--- src/common/bwm_params.svh ---
// constants of the breaker wear monitor: offsets, field positions, reset values, timing
`ifndef BWM_PARAMS_SVH
`define BWM_PARAMS_SVH
// ------------------------------------------------------------
// register byte offsets
// ------------------------------------------------------------
`define BWM_REG_CTRL 8'h00
`define BWM_REG_OPS_NOM 8'h04
`define BWM_REG_OPS_MAX 8'h08
`define BWM_REG_CUR_NOM 8'h0c
`define BWM_REG_CUR_MAX 8'h10
`define BWM_REG_ALM1_SET 8'h14
`define BWM_REG_ALM2_SET 8'h18
`define BWM_REG_STATUS 8'h1c
`define BWM_REG_BRK_OPS 8'h20
`define BWM_REG_ALM1_CNT 8'h24
`define BWM_REG_ALM2_CNT 8'h28
`define BWM_REG_LEFT_L1 8'h2c
`define BWM_REG_LEFT_L2 8'h30
`define BWM_REG_LEFT_L3 8'h34
`define BWM_REG_LOG_SEL 8'h38
`define BWM_REG_LOG_INFO 8'h3c
`define BWM_REG_LOG_CUR_L1 8'h40
`define BWM_REG_LOG_CUR_L2 8'h44
`define BWM_REG_LOG_CUR_L3 8'h48
`define BWM_REG_LOG_DED_L1 8'h4c
`define BWM_REG_LOG_DED_L2 8'h50
`define BWM_REG_LOG_DED_L3 8'h54
`define BWM_REG_LOG_LEFT_L1 8'h58
`define BWM_REG_LOG_LEFT_L2 8'h5c
`define BWM_REG_LOG_LEFT_L3 8'h60
`define BWM_REG_LOG_TIME 8'h64
// ------------------------------------------------------------
// control register fields
// ------------------------------------------------------------
`define BWM_CTRL_ALM1_EN 0
`define BWM_CTRL_ALM2_EN 1
`define BWM_CTRL_FORCE_EN 2
`define BWM_CTRL_FORCE_LSB 4
`define BWM_CTRL_TRIP_LSB 8
`define BWM_CTRL_CLR_CNT 16
`define BWM_CTRL_RELOAD 17
// ------------------------------------------------------------
// reset values (currents in 0.01 kA)
// ------------------------------------------------------------
`define BWM_RST_OPS_NOM 18'h0c350
`define BWM_RST_OPS_MAX 18'h00064
`define BWM_RST_CUR_NOM 16'h0064
`define BWM_RST_CUR_MAX 16'h07d0
`define BWM_RST_ALM1_SET 18'h003e8
`define BWM_RST_ALM2_SET 18'h00064
// ------------------------------------------------------------
// timing and sizes
// ------------------------------------------------------------
`define BWM_CLK_MHZ 10
`define BWM_TS_TICK_US 1000
`define BWM_LOG_DEPTH 12
`define BWM_DIV_STEPS 5'h1a
`define BWM_LOG_MSB 5'h11
`define BWM_RESP_OKAY 2'b00
`define BWM_RESP_SLVERR 2'b10
`endif

--- src/common/bwm_pkg.sv ---
// types shared by the breaker wear monitor
package bwm_pkg;
  typedef enum logic [1:0] {
    COND_NORMAL = 2'b00,
    COND_ALARM1 = 2'b01,
    COND_ALARM2 = 2'b10
  } bwm_cond_t;

  typedef enum logic [2:0] {
    ST_IDLE = 3'b000,
    ST_PREP = 3'b001,
    ST_DIV = 3'b010,
    ST_EXPAND = 3'b011,
    ST_APPLY = 3'b100,
    ST_LOG = 3'b101
  } bwm_state_t;

  typedef struct packed {
    logic [2:0][15:0] amp;
  } bwm_cur_t;

  typedef struct packed {
    logic alm1En;
    logic alm2En;
    logic forceEn;
    logic [1:0] forceSt;
    logic [2:0] tripSel;
    logic [17:0] opsNom;
    logic [17:0] opsMax;
    logic [15:0] curNom;
    logic [15:0] curMax;
    logic [17:0] alm1Set;
    logic [17:0] alm2Set;
  } bwm_cfg_t;

  typedef struct packed {
    bwm_cur_t cur;
    logic [2:0][17:0] ded;
    logic [2:0][17:0] left;
    logic [31:0] stamp;
  } bwm_rec_t;
endpackage

--- src/rtl/bwm_breaker_wear_monitor.sv ---
// breaker wear monitor with AXI4-Lite register slave
`timescale 1ns/1ps
`include "bwm_params.svh"

module bwm_breaker_wear_monitor #(
  parameter int ADDR_W = 8,
  parameter int TRIP_W = 8,
  parameter int TS_TICK_CYCLES = `BWM_TS_TICK_US * `BWM_CLK_MHZ
) (
  input wire logic clk_sys,
  input wire logic sys_rst,
  input wire logic [ADDR_W-1:0] s_axi_awaddr,
  input wire logic [2:0] s_axi_awprot,
  input wire logic s_axi_awvalid,
  output logic s_axi_awready,
  input wire logic [31:0] s_axi_wdata,
  input wire logic [3:0] s_axi_wstrb,
  input wire logic s_axi_wvalid,
  output logic s_axi_wready,
  output logic [1:0] s_axi_bresp,
  output logic s_axi_bvalid,
  input wire logic s_axi_bready,
  input wire logic [ADDR_W-1:0] s_axi_araddr,
  input wire logic [2:0] s_axi_arprot,
  input wire logic s_axi_arvalid,
  output logic s_axi_arready,
  output logic [31:0] s_axi_rdata,
  output logic [1:0] s_axi_rresp,
  output logic s_axi_rvalid,
  input wire logic s_axi_rready,
  input wire logic [TRIP_W-1:0] openCmd,
  input wire bwm_pkg::bwm_cur_t phaseCur,
  input wire logic phaseCurValid,
  output logic alarm1,
  output logic alarm2,
  output bwm_pkg::bwm_cond_t condition,
  output logic wearEvent
);
  // ------------------------------------------------------------
  // helpers
  // ------------------------------------------------------------
  // log2 in q5.8: msb position plus eight bits of mantissa
  function automatic logic [12:0] log2q(input logic [17:0] x);
    logic [4:0] k;
    logic [17:0] n;
    k = 5'h00;
    for (int i = 0; i < 18; i++) begin
      if (x[i]) k = 5'(i);
    end
    n = x << (`BWM_LOG_MSB - k);
    return {k, n[16:9]};
  endfunction

  function automatic logic [17:0] exp2q(input logic [12:0] e);
    logic [25:0] v;
    v = {17'h00000, 1'b1, e[7:0]} << e[12:8];
    if (e[12:8] > `BWM_LOG_MSB) return 18'h3ffff;
    return v[25:8];
  endfunction

  function automatic logic [31:0] mergeBytes(input logic [31:0] old, input logic [31:0] wd,
                                             input logic [3:0] be);
    for (int b = 0; b < 4; b++) begin
      if (be[b]) old[8*b +: 8] = wd[8*b +: 8];
    end
    return old;
  endfunction

  function automatic logic anyBelow(input logic [2:0][17:0] lv, input logic [17:0] lim);
    return (lv[0] < lim) || (lv[1] < lim) || (lv[2] < lim);
  endfunction

  // ------------------------------------------------------------
  // state
  // ------------------------------------------------------------
  bwm_pkg::bwm_cfg_t cfg;
  bwm_pkg::bwm_state_t state;
  bwm_pkg::bwm_cur_t curHold;
  bwm_pkg::bwm_cur_t capCur;
  bwm_pkg::bwm_rec_t logMem [`BWM_LOG_DEPTH];
  logic [2:0][17:0] left;
  logic [2:0][17:0] lastDed;
  logic [1:0] phase;
  logic [25:0] divQ;
  logic [13:0] divRem;
  logic [12:0] divDen;
  logic [4:0] divCnt;
  logic [12:0] expo;
  logic [17:0] ded;
  logic [TRIP_W-1:0] openCmdQ;
  logic alm1Real;
  logic alm2Real;
  logic [31:0] brkOps;
  logic [31:0] alm1Cnt;
  logic [31:0] alm2Cnt;
  logic [31:0] tickCnt;
  logic [31:0] stamp;
  logic [3:0] logWr;
  logic [3:0] logNum;
  logic [3:0] logSel;
  logic awHeld;
  logic wHeld;
  logic [ADDR_W-1:0] awAddr;
  logic [31:0] wData;
  logic [3:0] wStrb;
  logic [31:0] rdMux;

  // ------------------------------------------------------------
  // AXI4-Lite decode
  // ------------------------------------------------------------
  assign s_axi_awready = !awHeld && !s_axi_bvalid;
  assign s_axi_wready = !wHeld && !s_axi_bvalid;
  assign s_axi_arready = !s_axi_rvalid;
  wire awTake = s_axi_awvalid && s_axi_awready;
  wire wTake = s_axi_wvalid && s_axi_wready;
  wire arTake = s_axi_arvalid && s_axi_arready;
  wire [ADDR_W-1:0] wrAddr = awHeld ? awAddr : s_axi_awaddr;
  wire [31:0] wrDataIn = wHeld ? wData : s_axi_wdata;
  wire [3:0] wrStrbIn = wHeld ? wStrb : s_axi_wstrb;
  wire wrFire = (awHeld || awTake) && (wHeld || wTake);
  wire wrMapped = (wrAddr[1:0] == 2'b00) && (wrAddr <= `BWM_REG_LOG_TIME);
  wire rdMapped = (s_axi_araddr[1:0] == 2'b00) && (s_axi_araddr <= `BWM_REG_LOG_TIME);
  wire wrCtrl = wrFire && (wrAddr == `BWM_REG_CTRL);
  wire [31:0] ctrlWord = {14'h0000, 2'b00, 5'h00, cfg.tripSel, 2'b00, cfg.forceSt, 1'b0,
                          cfg.forceEn, cfg.alm2En, cfg.alm1En};
  wire [31:0] ctrlNew = mergeBytes(ctrlWord, wrDataIn, wrStrbIn);
  wire clrCnt = wrCtrl && ctrlNew[`BWM_CTRL_CLR_CNT];
  wire reload = wrCtrl && ctrlNew[`BWM_CTRL_RELOAD];
  wire bwm_pkg::bwm_rec_t selRec = logMem[logSel];

  // ------------------------------------------------------------
  // wear evaluation datapath
  // ------------------------------------------------------------
  wire trigEdge = openCmd[cfg.tripSel] && !openCmdQ[cfg.tripSel];
  wire [17:0] capAmp = {2'b00, capCur.amp[phase]};
  wire [12:0] lCap = log2q(capAmp);
  wire [12:0] lINom = log2q({2'b00, cfg.curNom});
  wire [12:0] lIMax = log2q({2'b00, cfg.curMax});
  wire [12:0] lNNom = log2q(cfg.opsNom);
  wire [12:0] lNMax = log2q(cfg.opsMax);
  wire [12:0] spanN = lNNom - lNMax;
  // flat or inverted characteristic falls back to one nominal operation
  wire charFlat = (cfg.opsNom <= cfg.opsMax) || (cfg.curMax <= cfg.curNom);
  wire [25:0] interpNum = (lCap - lINom) * spanN;
  wire [13:0] remShift = {divRem[12:0], divQ[25]};
  wire remGe = remShift >= {1'b0, divDen};
  wire [12:0] divExpo = (divQ > {13'h0000, spanN}) ? spanN : divQ[12:0];
  wire [17:0] expVal = exp2q(expo);
  wire [17:0] leftNext = (left[phase] > ded) ? left[phase] - ded : 18'h00000;
  wire alm1Out = cfg.forceEn ? (cfg.forceSt == bwm_pkg::COND_ALARM1) : alm1Real;
  wire alm2Out = cfg.forceEn ? (cfg.forceSt == bwm_pkg::COND_ALARM2) : alm2Real;

  // ------------------------------------------------------------
  // register read mux
  // ------------------------------------------------------------
  always_comb begin
    rdMux = 32'h00000000;
    case (s_axi_araddr)
      `BWM_REG_CTRL: rdMux = ctrlWord;
      `BWM_REG_OPS_NOM: rdMux = {14'h0000, cfg.opsNom};
      `BWM_REG_OPS_MAX: rdMux = {14'h0000, cfg.opsMax};
      `BWM_REG_CUR_NOM: rdMux = {16'h0000, cfg.curNom};
      `BWM_REG_CUR_MAX: rdMux = {16'h0000, cfg.curMax};
      `BWM_REG_ALM1_SET: rdMux = {14'h0000, cfg.alm1Set};
      `BWM_REG_ALM2_SET: rdMux = {14'h0000, cfg.alm2Set};
      `BWM_REG_STATUS: rdMux = {24'h000000, 1'b0, state != bwm_pkg::ST_IDLE, alm2Real,
                                alm1Real, 2'b00, condition};
      `BWM_REG_BRK_OPS: rdMux = brkOps;
      `BWM_REG_ALM1_CNT: rdMux = alm1Cnt;
      `BWM_REG_ALM2_CNT: rdMux = alm2Cnt;
      `BWM_REG_LEFT_L1: rdMux = {14'h0000, left[0]};
      `BWM_REG_LEFT_L2: rdMux = {14'h0000, left[1]};
      `BWM_REG_LEFT_L3: rdMux = {14'h0000, left[2]};
      `BWM_REG_LOG_SEL: rdMux = {28'h0000000, logSel};
      `BWM_REG_LOG_INFO: rdMux = {24'h000000, logNum, logWr};
      `BWM_REG_LOG_CUR_L1: rdMux = {16'h0000, selRec.cur.amp[0]};
      `BWM_REG_LOG_CUR_L2: rdMux = {16'h0000, selRec.cur.amp[1]};
      `BWM_REG_LOG_CUR_L3: rdMux = {16'h0000, selRec.cur.amp[2]};
      `BWM_REG_LOG_DED_L1: rdMux = {14'h0000, selRec.ded[0]};
      `BWM_REG_LOG_DED_L2: rdMux = {14'h0000, selRec.ded[1]};
      `BWM_REG_LOG_DED_L3: rdMux = {14'h0000, selRec.ded[2]};
      `BWM_REG_LOG_LEFT_L1: rdMux = {14'h0000, selRec.left[0]};
      `BWM_REG_LOG_LEFT_L2: rdMux = {14'h0000, selRec.left[1]};
      `BWM_REG_LOG_LEFT_L3: rdMux = {14'h0000, selRec.left[2]};
      `BWM_REG_LOG_TIME: rdMux = selRec.stamp;
      default: rdMux = 32'h00000000;
    endcase
  end

  // ------------------------------------------------------------
  // bus channels
  // ------------------------------------------------------------
  always_ff @(posedge clk_sys or posedge sys_rst) begin
    if (sys_rst) begin
      awHeld <= 1'b0;
      wHeld <= 1'b0;
      awAddr <= '0;
      wData <= 32'h00000000;
      wStrb <= 4'h0;
      s_axi_bvalid <= 1'b0;
      s_axi_bresp <= `BWM_RESP_OKAY;
      s_axi_rvalid <= 1'b0;
      s_axi_rresp <= `BWM_RESP_OKAY;
      s_axi_rdata <= 32'h00000000;
    end else begin
      if (awTake && !wrFire) begin
        awHeld <= 1'b1;
        awAddr <= s_axi_awaddr;
      end
      if (wTake && !wrFire) begin
        wHeld <= 1'b1;
        wData <= s_axi_wdata;
        wStrb <= s_axi_wstrb;
      end
      if (wrFire) begin
        awHeld <= 1'b0;
        wHeld <= 1'b0;
        s_axi_bvalid <= 1'b1;
        s_axi_bresp <= wrMapped ? `BWM_RESP_OKAY : `BWM_RESP_SLVERR;
      end else if (s_axi_bready) begin
        s_axi_bvalid <= 1'b0;
      end
      if (arTake) begin
        s_axi_rvalid <= 1'b1;
        s_axi_rdata <= rdMapped ? rdMux : 32'h00000000;
        s_axi_rresp <= rdMapped ? `BWM_RESP_OKAY : `BWM_RESP_SLVERR;
      end else if (s_axi_rready) begin
        s_axi_rvalid <= 1'b0;
      end
    end
  end

  // ------------------------------------------------------------
  // settings: written only by software, no setting group input
  // ------------------------------------------------------------
  always_ff @(posedge clk_sys or posedge sys_rst) begin
    if (sys_rst) begin
      cfg.alm1En <= 1'b0;
      cfg.alm2En <= 1'b0;
      cfg.forceEn <= 1'b0;
      cfg.forceSt <= bwm_pkg::COND_NORMAL;
      cfg.tripSel <= 3'h0;
      cfg.opsNom <= `BWM_RST_OPS_NOM;
      cfg.opsMax <= `BWM_RST_OPS_MAX;
      cfg.curNom <= `BWM_RST_CUR_NOM;
      cfg.curMax <= `BWM_RST_CUR_MAX;
      cfg.alm1Set <= `BWM_RST_ALM1_SET;
      cfg.alm2Set <= `BWM_RST_ALM2_SET;
      logSel <= 4'h0;
    end else if (wrFire) begin
      case (wrAddr)
        `BWM_REG_CTRL: begin
          cfg.alm1En <= ctrlNew[`BWM_CTRL_ALM1_EN];
          cfg.alm2En <= ctrlNew[`BWM_CTRL_ALM2_EN];
          cfg.forceEn <= ctrlNew[`BWM_CTRL_FORCE_EN];
          cfg.forceSt <= ctrlNew[`BWM_CTRL_FORCE_LSB +: 2];
          cfg.tripSel <= ctrlNew[`BWM_CTRL_TRIP_LSB +: 3];
        end
        `BWM_REG_OPS_NOM: cfg.opsNom <= 18'(mergeBytes({14'h0000, cfg.opsNom}, wrDataIn,
                                                       wrStrbIn));
        `BWM_REG_OPS_MAX: cfg.opsMax <= 18'(mergeBytes({14'h0000, cfg.opsMax}, wrDataIn,
                                                       wrStrbIn));
        `BWM_REG_CUR_NOM: cfg.curNom <= 16'(mergeBytes({16'h0000, cfg.curNom}, wrDataIn,
                                                       wrStrbIn));
        `BWM_REG_CUR_MAX: cfg.curMax <= 16'(mergeBytes({16'h0000, cfg.curMax}, wrDataIn,
                                                       wrStrbIn));
        `BWM_REG_ALM1_SET: cfg.alm1Set <= 18'(mergeBytes({14'h0000, cfg.alm1Set}, wrDataIn,
                                                         wrStrbIn));
        `BWM_REG_ALM2_SET: cfg.alm2Set <= 18'(mergeBytes({14'h0000, cfg.alm2Set}, wrDataIn,
                                                         wrStrbIn));
        `BWM_REG_LOG_SEL: logSel <= (wrDataIn[3:0] < 4'(`BWM_LOG_DEPTH)) ? wrDataIn[3:0] : logSel;
        default: ;
      endcase
    end
  end

  // ------------------------------------------------------------
  // measurement hold and time stamp
  // ------------------------------------------------------------
  always_ff @(posedge clk_sys or posedge sys_rst) begin
    if (sys_rst) begin
      curHold <= '0;
      openCmdQ <= '0;
      tickCnt <= 32'h00000000;
      stamp <= 32'h00000000;
    end else begin
      openCmdQ <= openCmd;
      if (phaseCurValid) curHold <= phaseCur;
      if (tickCnt == 32'(TS_TICK_CYCLES - 1)) begin
        tickCnt <= 32'h00000000;
        stamp <= stamp + 32'h00000001;
      end else begin
        tickCnt <= tickCnt + 32'h00000001;
      end
    end
  end

  // ------------------------------------------------------------
  // evaluation sequencer
  // ------------------------------------------------------------
  always_ff @(posedge clk_sys or posedge sys_rst) begin
    if (sys_rst) begin
      state <= bwm_pkg::ST_IDLE;
      capCur <= '0;
      phase <= 2'h0;
      divQ <= 26'h0000000;
      divRem <= 14'h0000;
      divDen <= 13'h0000;
      divCnt <= 5'h00;
      expo <= 13'h0000;
      ded <= 18'h00000;
      lastDed <= '0;
      left <= {3{`BWM_RST_OPS_NOM}};
      wearEvent <= 1'b0;
      logWr <= 4'h0;
      logNum <= 4'h0;
    end else begin
      wearEvent <= 1'b0;
      case (state)
        bwm_pkg::ST_IDLE: begin
          // an edge while an evaluation runs is not queued
          if (trigEdge) begin
            capCur <= phaseCurValid ? phaseCur : curHold;
            phase <= 2'h0;
            state <= bwm_pkg::ST_PREP;
          end
        end
        bwm_pkg::ST_PREP: begin
          if (charFlat || capAmp <= {2'b00, cfg.curNom}) begin
            ded <= 18'h00001;
            state <= bwm_pkg::ST_APPLY;
          end else if (capAmp >= {2'b00, cfg.curMax}) begin
            expo <= spanN;
            state <= bwm_pkg::ST_EXPAND;
          end else begin
            divQ <= interpNum;
            divRem <= 14'h0000;
            divDen <= lIMax - lINom;
            divCnt <= 5'h00;
            state <= bwm_pkg::ST_DIV;
          end
        end
        bwm_pkg::ST_DIV: begin
          divRem <= remGe ? remShift - {1'b0, divDen} : remShift;
          divQ <= {divQ[24:0], remGe};
          divCnt <= divCnt + 5'h01;
          if (divCnt == `BWM_DIV_STEPS - 5'h01) state <= bwm_pkg::ST_EXPAND;
        end
        bwm_pkg::ST_EXPAND: begin
          if (divCnt == `BWM_DIV_STEPS) begin
            expo <= divExpo;
            divCnt <= 5'h00;
          end else begin
            ded <= (expVal == 18'h00000) ? 18'h00001 : expVal;
            state <= bwm_pkg::ST_APPLY;
          end
        end
        bwm_pkg::ST_APPLY: begin
          left[phase] <= leftNext;
          lastDed[phase] <= ded;
          if (phase == 2'h2) begin
            state <= bwm_pkg::ST_LOG;
          end else begin
            phase <= phase + 2'h1;
            state <= bwm_pkg::ST_PREP;
          end
        end
        bwm_pkg::ST_LOG: begin
          logWr <= (logWr == 4'(`BWM_LOG_DEPTH - 1)) ? 4'h0 : logWr + 4'h1;
          if (logNum != 4'(`BWM_LOG_DEPTH)) logNum <= logNum + 4'h1;
          wearEvent <= 1'b1;
          state <= bwm_pkg::ST_IDLE;
        end
        default: state <= bwm_pkg::ST_IDLE;
      endcase
      // reload restores the initial value on every phase
      if (reload) left <= {3{cfg.opsNom}};
    end
  end

  always_ff @(posedge clk_sys) begin
    if (state == bwm_pkg::ST_LOG) logMem[logWr] <= {capCur, lastDed, left, stamp};
  end

  // ------------------------------------------------------------
  // alarms, condition and counters
  // ------------------------------------------------------------
  always_ff @(posedge clk_sys or posedge sys_rst) begin
    if (sys_rst) begin
      alm1Real <= 1'b0;
      alm2Real <= 1'b0;
      alarm1 <= 1'b0;
      alarm2 <= 1'b0;
      condition <= bwm_pkg::COND_NORMAL;
      brkOps <= 32'h00000000;
      alm1Cnt <= 32'h00000000;
      alm2Cnt <= 32'h00000000;
    end else begin
      alm1Real <= cfg.alm1En && anyBelow(left, cfg.alm1Set);
      alm2Real <= cfg.alm2En && anyBelow(left, cfg.alm2Set);
      alarm1 <= alm1Out;
      alarm2 <= alm2Out;
      condition <= alm2Out ? bwm_pkg::COND_ALARM2 :
                   alm1Out ? bwm_pkg::COND_ALARM1 : bwm_pkg::COND_NORMAL;
      // clear first, so an event in the same cycle still counts
      brkOps <= (clrCnt ? 32'h00000000 : brkOps) +
                {31'h00000000, state == bwm_pkg::ST_LOG};
      alm1Cnt <= (clrCnt ? 32'h00000000 : alm1Cnt) +
                 {31'h00000000, alm1Out && !alarm1};
      alm2Cnt <= (clrCnt ? 32'h00000000 : alm2Cnt) +
                 {31'h00000000, alm2Out && !alarm2};
    end
  end
endmodule

--- config.mk ---
export PLATFORM = sky130hd
export DESIGN_NAME = bwm_breaker_wear_monitor
export DESIGN_NICKNAME = d
export VERILOG_FILES = /design/src/common/bwm_pkg.sv /design/src/rtl/bwm_breaker_wear_monitor.sv
export VERILOG_INCLUDE_DIRS = /design/src /design/src/common
export SDC_FILE = /design/constraint.sdc
export NUM_CORES = 2
export LEC_CHECK = 0
export BUFFER_PORTS_ARGS = -buffer_cell sky130_fd_sc_hd__buf_2
export CORE_MARGIN = 3
export CORE_UTILIZATION = 57
export CTS_CLUSTER_DIAMETER = 40
export DETAILED_ROUTE_END_ITERATION = 6
export MAX_ROUTING_LAYER = met4
export PLACE_DENSITY = 0.76
export SLEW_MARGIN = 20
export SYNTH_ARGS = -nofsm -noshare
export SYNTH_HDL_FRONTEND = slang
export SYNTH_SLANG_ARGS = --single-unit
--- constraint.sdc ---
create_clock -name clk_sys -period 22.2 [get_ports clk_sys]
set_input_delay 2.22 -clock clk_sys [delete_from_list [all_inputs] [get_ports clk_sys]]
set_output_delay 2.22 -clock clk_sys [all_outputs]
set_load 0.02 [all_outputs]
==> flow_summary.html <==
<table>
<tr><th>Metric</th><th>Value</th></tr>
<tr><th colspan="2">GRT</th></tr>
<tr><td>GR Overflow Total</td><td>0</td></tr>
<tr><td>Pin count of the biggest net entering global routing</td><td>123</td></tr>
<tr><td>Vias in the first global route</td><td>roughly 83000</td></tr>
<tr><td>GRT Util Overall</td><td>34.4%</td></tr>
<tr><td>Number of antenna violations at the first check in global routing</td><td>33</td></tr>
<tr><td>Wire length of the first global-routing pass</td><td>between 500 and 600 mm</td></tr>
<tr><th colspan="2">Clock network</th></tr>
<tr><td>H-tree depth reported by CTS</td><td>5</td></tr>
<tr><td>Worst-Skew Late Latency</td><td>1.00 ns</td></tr>
<tr><td>Clock tree root buffer cell</td><td>clkbuf_16</td></tr>
<tr><td>Number of buffers inserted for hold repair after clock tree synthesis</td><td>0</td></tr>
<tr><td>Number of gates resized after cts</td><td>0</td></tr>
<tr><td>Clock sink count</td><td>a little under 3000</td></tr>
<tr><td>Number of buffers inserted during clock tree synthesis</td><td>between 300 and 400</td></tr>
<tr><td>Maximum number of buffers from clock root to sink</td><td>4</td></tr>
<tr><td>Clk slew on worst S/H paths</td><td>roughly 0.06 ns</td></tr>
<tr><td>Buffer count from post-CTS setup fixing</td><td>0</td></tr>
<tr><td>TritonCTS clock tree</td><td>done</td></tr>
<tr><th colspan="2">Routing</th></tr>
<tr><td>Drt first-iter violations</td><td>11780</td></tr>
<tr><td>Routed wirelength normalized by instance count</td><td>32.2 um</td></tr>
<tr><td>Via count</td><td>a little over 80000</td></tr>
<tr><td>First-pass iteration count of the detailed router</td><td>7</td></tr>
<tr><td>Overall routed net length</td><td>roughly 390 mm</td></tr>
<tr><td>Per-cell via count in the routed design</td><td>between 6 and 7</td></tr>
<tr><td>DRC</td><td>9</td></tr>
<tr><td>Post-detailed-route count of antenna-violating nets</td><td>0</td></tr>
<tr><th colspan="2">Critical path</th></tr>
<tr><td>Slowest library cell on the worst path</td><td>dfrtp_2</td></tr>
<tr><td>Buffers and inverters on the worst path</td><td>3</td></tr>
<tr><td>Setup slack of the worst register-to-register path</td><td>between 7 and 8 ns</td></tr>
<tr><td>Cell family contributing the most delay on the critical path</td><td>compound AO/OA/AOI/OAI gates</td></tr>
<tr><td>Classification of the worst setup path</td><td>reg -&gt; reg</td></tr>
<tr><td>FF-to-FF End</td><td>divQ[22]$_DFFE_PP0P_</td></tr>
<tr><td>Setup crit end kind</td><td>flop</td></tr>
<tr><td>Delay of the slowest cell on the worst path</td><td>around 0.86 ns</td></tr>
<tr><td>Arrival time of the worst setup path</td><td>around 15 ns</td></tr>
<tr><td>CP max FO</td><td>33</td></tr>
<tr><td>Required time at the worst-slack endpoint</td><td>roughly 23 ns</td></tr>
<tr><td>Number of cells on the worst reg-to-reg path</td><td>41</td></tr>
<tr><td>Startpoint type of the worst setup path</td><td>flop</td></tr>
<tr><td>Library cell appearing most often on the critical path</td><td>fa_1</td></tr>
<tr><td>R2r startpoint</td><td>phase[1]$_DFFE_PP0P_</td></tr>
<tr><th colspan="2">Min path</th></tr>
<tr><td>Count of cells along the worst hold path</td><td>2</td></tr>
<tr><td>Source of the worst hold timing path</td><td>divDen[11]$_DFFE_PP0P_</td></tr>
<tr><td>Hold EP</td><td>divDen[11]$_DFFE_PP0P_</td></tr>
<tr><td>Hold/Removal Path Class</td><td>reg -&gt; reg</td></tr>
<tr><th colspan="2">Die</th></tr>
<tr><td>Cell row count</td><td>around 180</td></tr>
<tr><td>Height of the die</td><td>~500 um</td></tr>
<tr><td>Floorplan core area</td><td>228000 um2</td></tr>
<tr><td>Number of top-level design ports</td><td>around 170</td></tr>
<tr><td>Die width</td><td>around 490 um</td></tr>
<tr><td>Die Outline Area</td><td>237000 um2</td></tr>
<tr><td>Initial core utilization</td><td>a little under three fifths</td></tr>
<tr><th colspan="2">Layout</th></tr>
<tr><td>Number of fill cells</td><td>about 15000</td></tr>
<tr><td>Final #Nets</td><td>approximately 9500</td></tr>
<tr><td>Finished Cell Area</td><td>about 150000 um2</td></tr>
<tr><td>Layout area overhead</td><td>13.2%</td></tr>
<tr><td>Util after Layout</td><td>65.2%</td></tr>
<tr><td>Fraction of layout cells with a size suffix above 1</td><td>20.1%</td></tr>
<tr><th colspan="2">Timing</th></tr>
<tr><td>Summed negative setup slack over all endpoints</td><td>0 ns</td></tr>
<tr><td>Max-slew violations</td><td>0</td></tr>
<tr><td>Fin Clk Skew</td><td>about 0.13 ns</td></tr>
<tr><td>Total of endpoints with negative setup slack in the final report</td><td>0</td></tr>
<tr><td>Setup repair after global routing missed its margin</td><td>false</td></tr>
<tr><td>Worst hold margin</td><td>between 0.4 and 0.5 ns</td></tr>
<tr><td>Clock period minus final worst setup slack</td><td>approximately 14 ns</td></tr>
<tr><td>Pin slew with the least headroom to its limit</td><td>around 1.4 ns</td></tr>
<tr><td>Worst slew margin</td><td>9.45%</td></tr>
<tr><td>Portion of the clock cycle consumed by the worst path in the final layout</td><td>~65%</td></tr>
<tr><td>Achievable Freq</td><td>slightly below 70 MHz</td></tr>
<tr><td>Total count of hold-check failures in the final report</td><td>0</td></tr>
<tr><th colspan="2">Placed design</th></tr>
<tr><td>Final GP Congestion</td><td>roughly 1</td></tr>
<tr><td>Placed Instance Area</td><td>around 140000 um2</td></tr>
<tr><td>Count of port buffers added during placement</td><td>roughly 140</td></tr>
<tr><td>Placed wire-length estimate after detailed placement</td><td>about 230 mm</td></tr>
<tr><th colspan="2">Synth</th></tr>
<tr><td>Share of the synthesized area in the top cell type</td><td>just over 50%</td></tr>
<tr><td>Number of flip-flops and latches in the synthesized netlist</td><td>2918</td></tr>
<tr><td>Number of cells produced by synthesis</td><td>around 8600</td></tr>
<tr><td>Dominant cells by area after synthesis</td><td>edfxtp_1, dfrtp_1, mux4_2</td></tr>
<tr><td>EDFF count, synth</td><td>approximately 2300</td></tr>
<tr><td>Avg Cell Area, Syn</td><td>15.3 um2</td></tr>
<tr><td>Unique cell type count in the Yosys netlist</td><td>97</td></tr>
<tr><td>Most used flip-flop cell after synthesis</td><td>edfxtp_1</td></tr>
<tr><td>Most area-hungry cell type in the Yosys netlist</td><td>edfxtp_1</td></tr>
<tr><td>Portion of the post-synthesis area used by sequential elements</td><td>~64%</td></tr>
<tr><td>Cell area after synthesis</td><td>between 100000 and 150000 um2</td></tr>
<tr><td>Share of synthesized registers carrying an async set or reset</td><td>22.7%</td></tr>
<tr><td>Number of warnings issued by yosys</td><td>0</td></tr>
<tr><th colspan="2">Run status</th></tr>
<tr><td>Run status</td><td>finished with violations</td></tr>
<tr><td>Violated checks</td><td>DRC</td></tr>
<tr><th colspan="2">Run</th></tr>
<tr><td>Maximum Capacitance Violations</td><td>0</td></tr>
</table>
[worst register-to-register path: cells and delay by family, from the launching register on]
| kind | cells | cell delay (ns) |
|---|---|---|
| muxes | 2 | 0.37 |
| and+or+nand+nor | 7 | 1.24 |
| AOI/OAI and AO/OA | 17 | 5.92 |
| xor gates and xnor gates | 3 | 1.60 |
| adders and majority gates | 9 | 3.53 |
| buffers and inverters | 3 | 0.64 |
| DFF | 1 | 0.86 |
[cell usage after synthesis (all sizes together) (51+ instances only)]
master / n
edfxtp: 2256
nand2: 624
dfrtp: 617
mux4: 576
nor2: 536
ha: 365
inv: 349
a21oi: 328
mux2i: 314
o21ai: 291
clkbuf: 285
mux2: 167
nand3: 136
buf: 129
fa: 126
xnor2: 124
xor2: 105
o22ai: 104
a22oi: 85
a21o: 83
nor3: 83
a31oi: 75
nand4: 70
a22o: 64
nand2b: 51
nor2b: 51
[area by class of cell]
class / count / area, um2 / area share [%]
clock inverters: 236 / 2650 / 1.78
multi-input cells: 4913 / 44500 / 29.9
clock buffers: 442 / 10000 / 6.72
well taps: 3009 / 3760 / 2.53
repair buffers: 318 / 2210 / 1.48
diodes: 28 / 70.1 / 0.0471
flip-flops and latches: 2918 / 84400 / 56.7
inverters: 352 / 1340 / 0.897
[worst max-delay path by stage]
stage,cells past startpoint,end,start,slack [ns]
2_1_floorplan,1,alarm1$_DFF_PP0_,sys_rst,1.50
3_3_place_gp,41,divQ[22]$_DFFE_PP0P_,phase[1]$_DFFE_PP0P_,7.99
3_5_place_dp,41,divQ[22]$_DFFE_PP0P_,phase[1]$_DFFE_PP0P_,7.86
4_1_cts,41,divQ[22]$_DFFE_PP0P_,phase[1]$_DFFE_PP0P_,7.70
5_1_grt,43,divQ[22]$_DFFE_PP0P_,phase[1]$_DFFE_PP0P_,6.96
6_report,41,divQ[22]$_DFFE_PP0P_,phase[1]$_DFFE_PP0P_,7.82
[layout by cell type, fill, tap and decap left out, types with 48 or more instances in the layout]
cell,instances
a21o_1,83
a21oi_1,327
a221oi_1,48
a22o_1,64
a22oi_1,85
a31oi_1,72
buf_2,144
buf_4,159
clkbuf_16,381
clkinvlp_4,48
dfrtp_1,612
edfxtp_1,2256
fa_1,126
ha_1,365
inv_1,345
mux2_2,167
mux2i_1,312
mux4_2,576
nand2_1,616
nand2b_1,51
nand3_1,136
nand4_1,70
nor2_1,516
nor2b_1,51
nor3_1,81
o21ai_0,282
o22ai_1,104
xnor2_1,117
xor2_1,102
[logic make-up after synthesis]
family / Yosys count / synth area share, %
compound gates: 1356 / 6.81
fa+ha+maj: 491 / 5.39
simple gates: 1778 / 6.14
other cells: 1 / 0.00285
buf+inv: 766 / 2.29
xor+xnor: 229 / 1.53
flops: 2918 / 64.1
mux: 1057 / 13.7
[routing by layer]
layer	routed length (um)	part of all wire, %	global-route usage [%]
met1	142000	36	45.3
met4	17800	4.5	14.4
met3	51200	13	9.22
met2	182000	46	51.2
met5	0	0	-
[state kept, by name, indices dropped and copies added, names as in the netlist, 5 cells and up]
signal and count:
openCmdQ 8, stamp 32, brkOps 32, ded 18
divRem 13, expo 13, alm2Cnt 32, tickCnt 32
divQ 26, capCur 48, divCnt 5, s_axi_rdata 32
curHold 48, lastDed 54, wData 18, alm1Cnt 32
divDen 13, logMem 2256, cfg 112, left 54
awAddr 8
[through the flow]
step	setup slack, ns	cells
2_1_floorplan	1.50	8597
3_3_place_gp	7.99	11510
3_5_place_dp	7.86	11510
4_1_cts	7.70	12188
5_1_grt	6.96	12213
6_report	7.82	12216
Power is not shown: default switching activity piles up to over one toggle a cycle in this logic, so the estimate is an artifact.
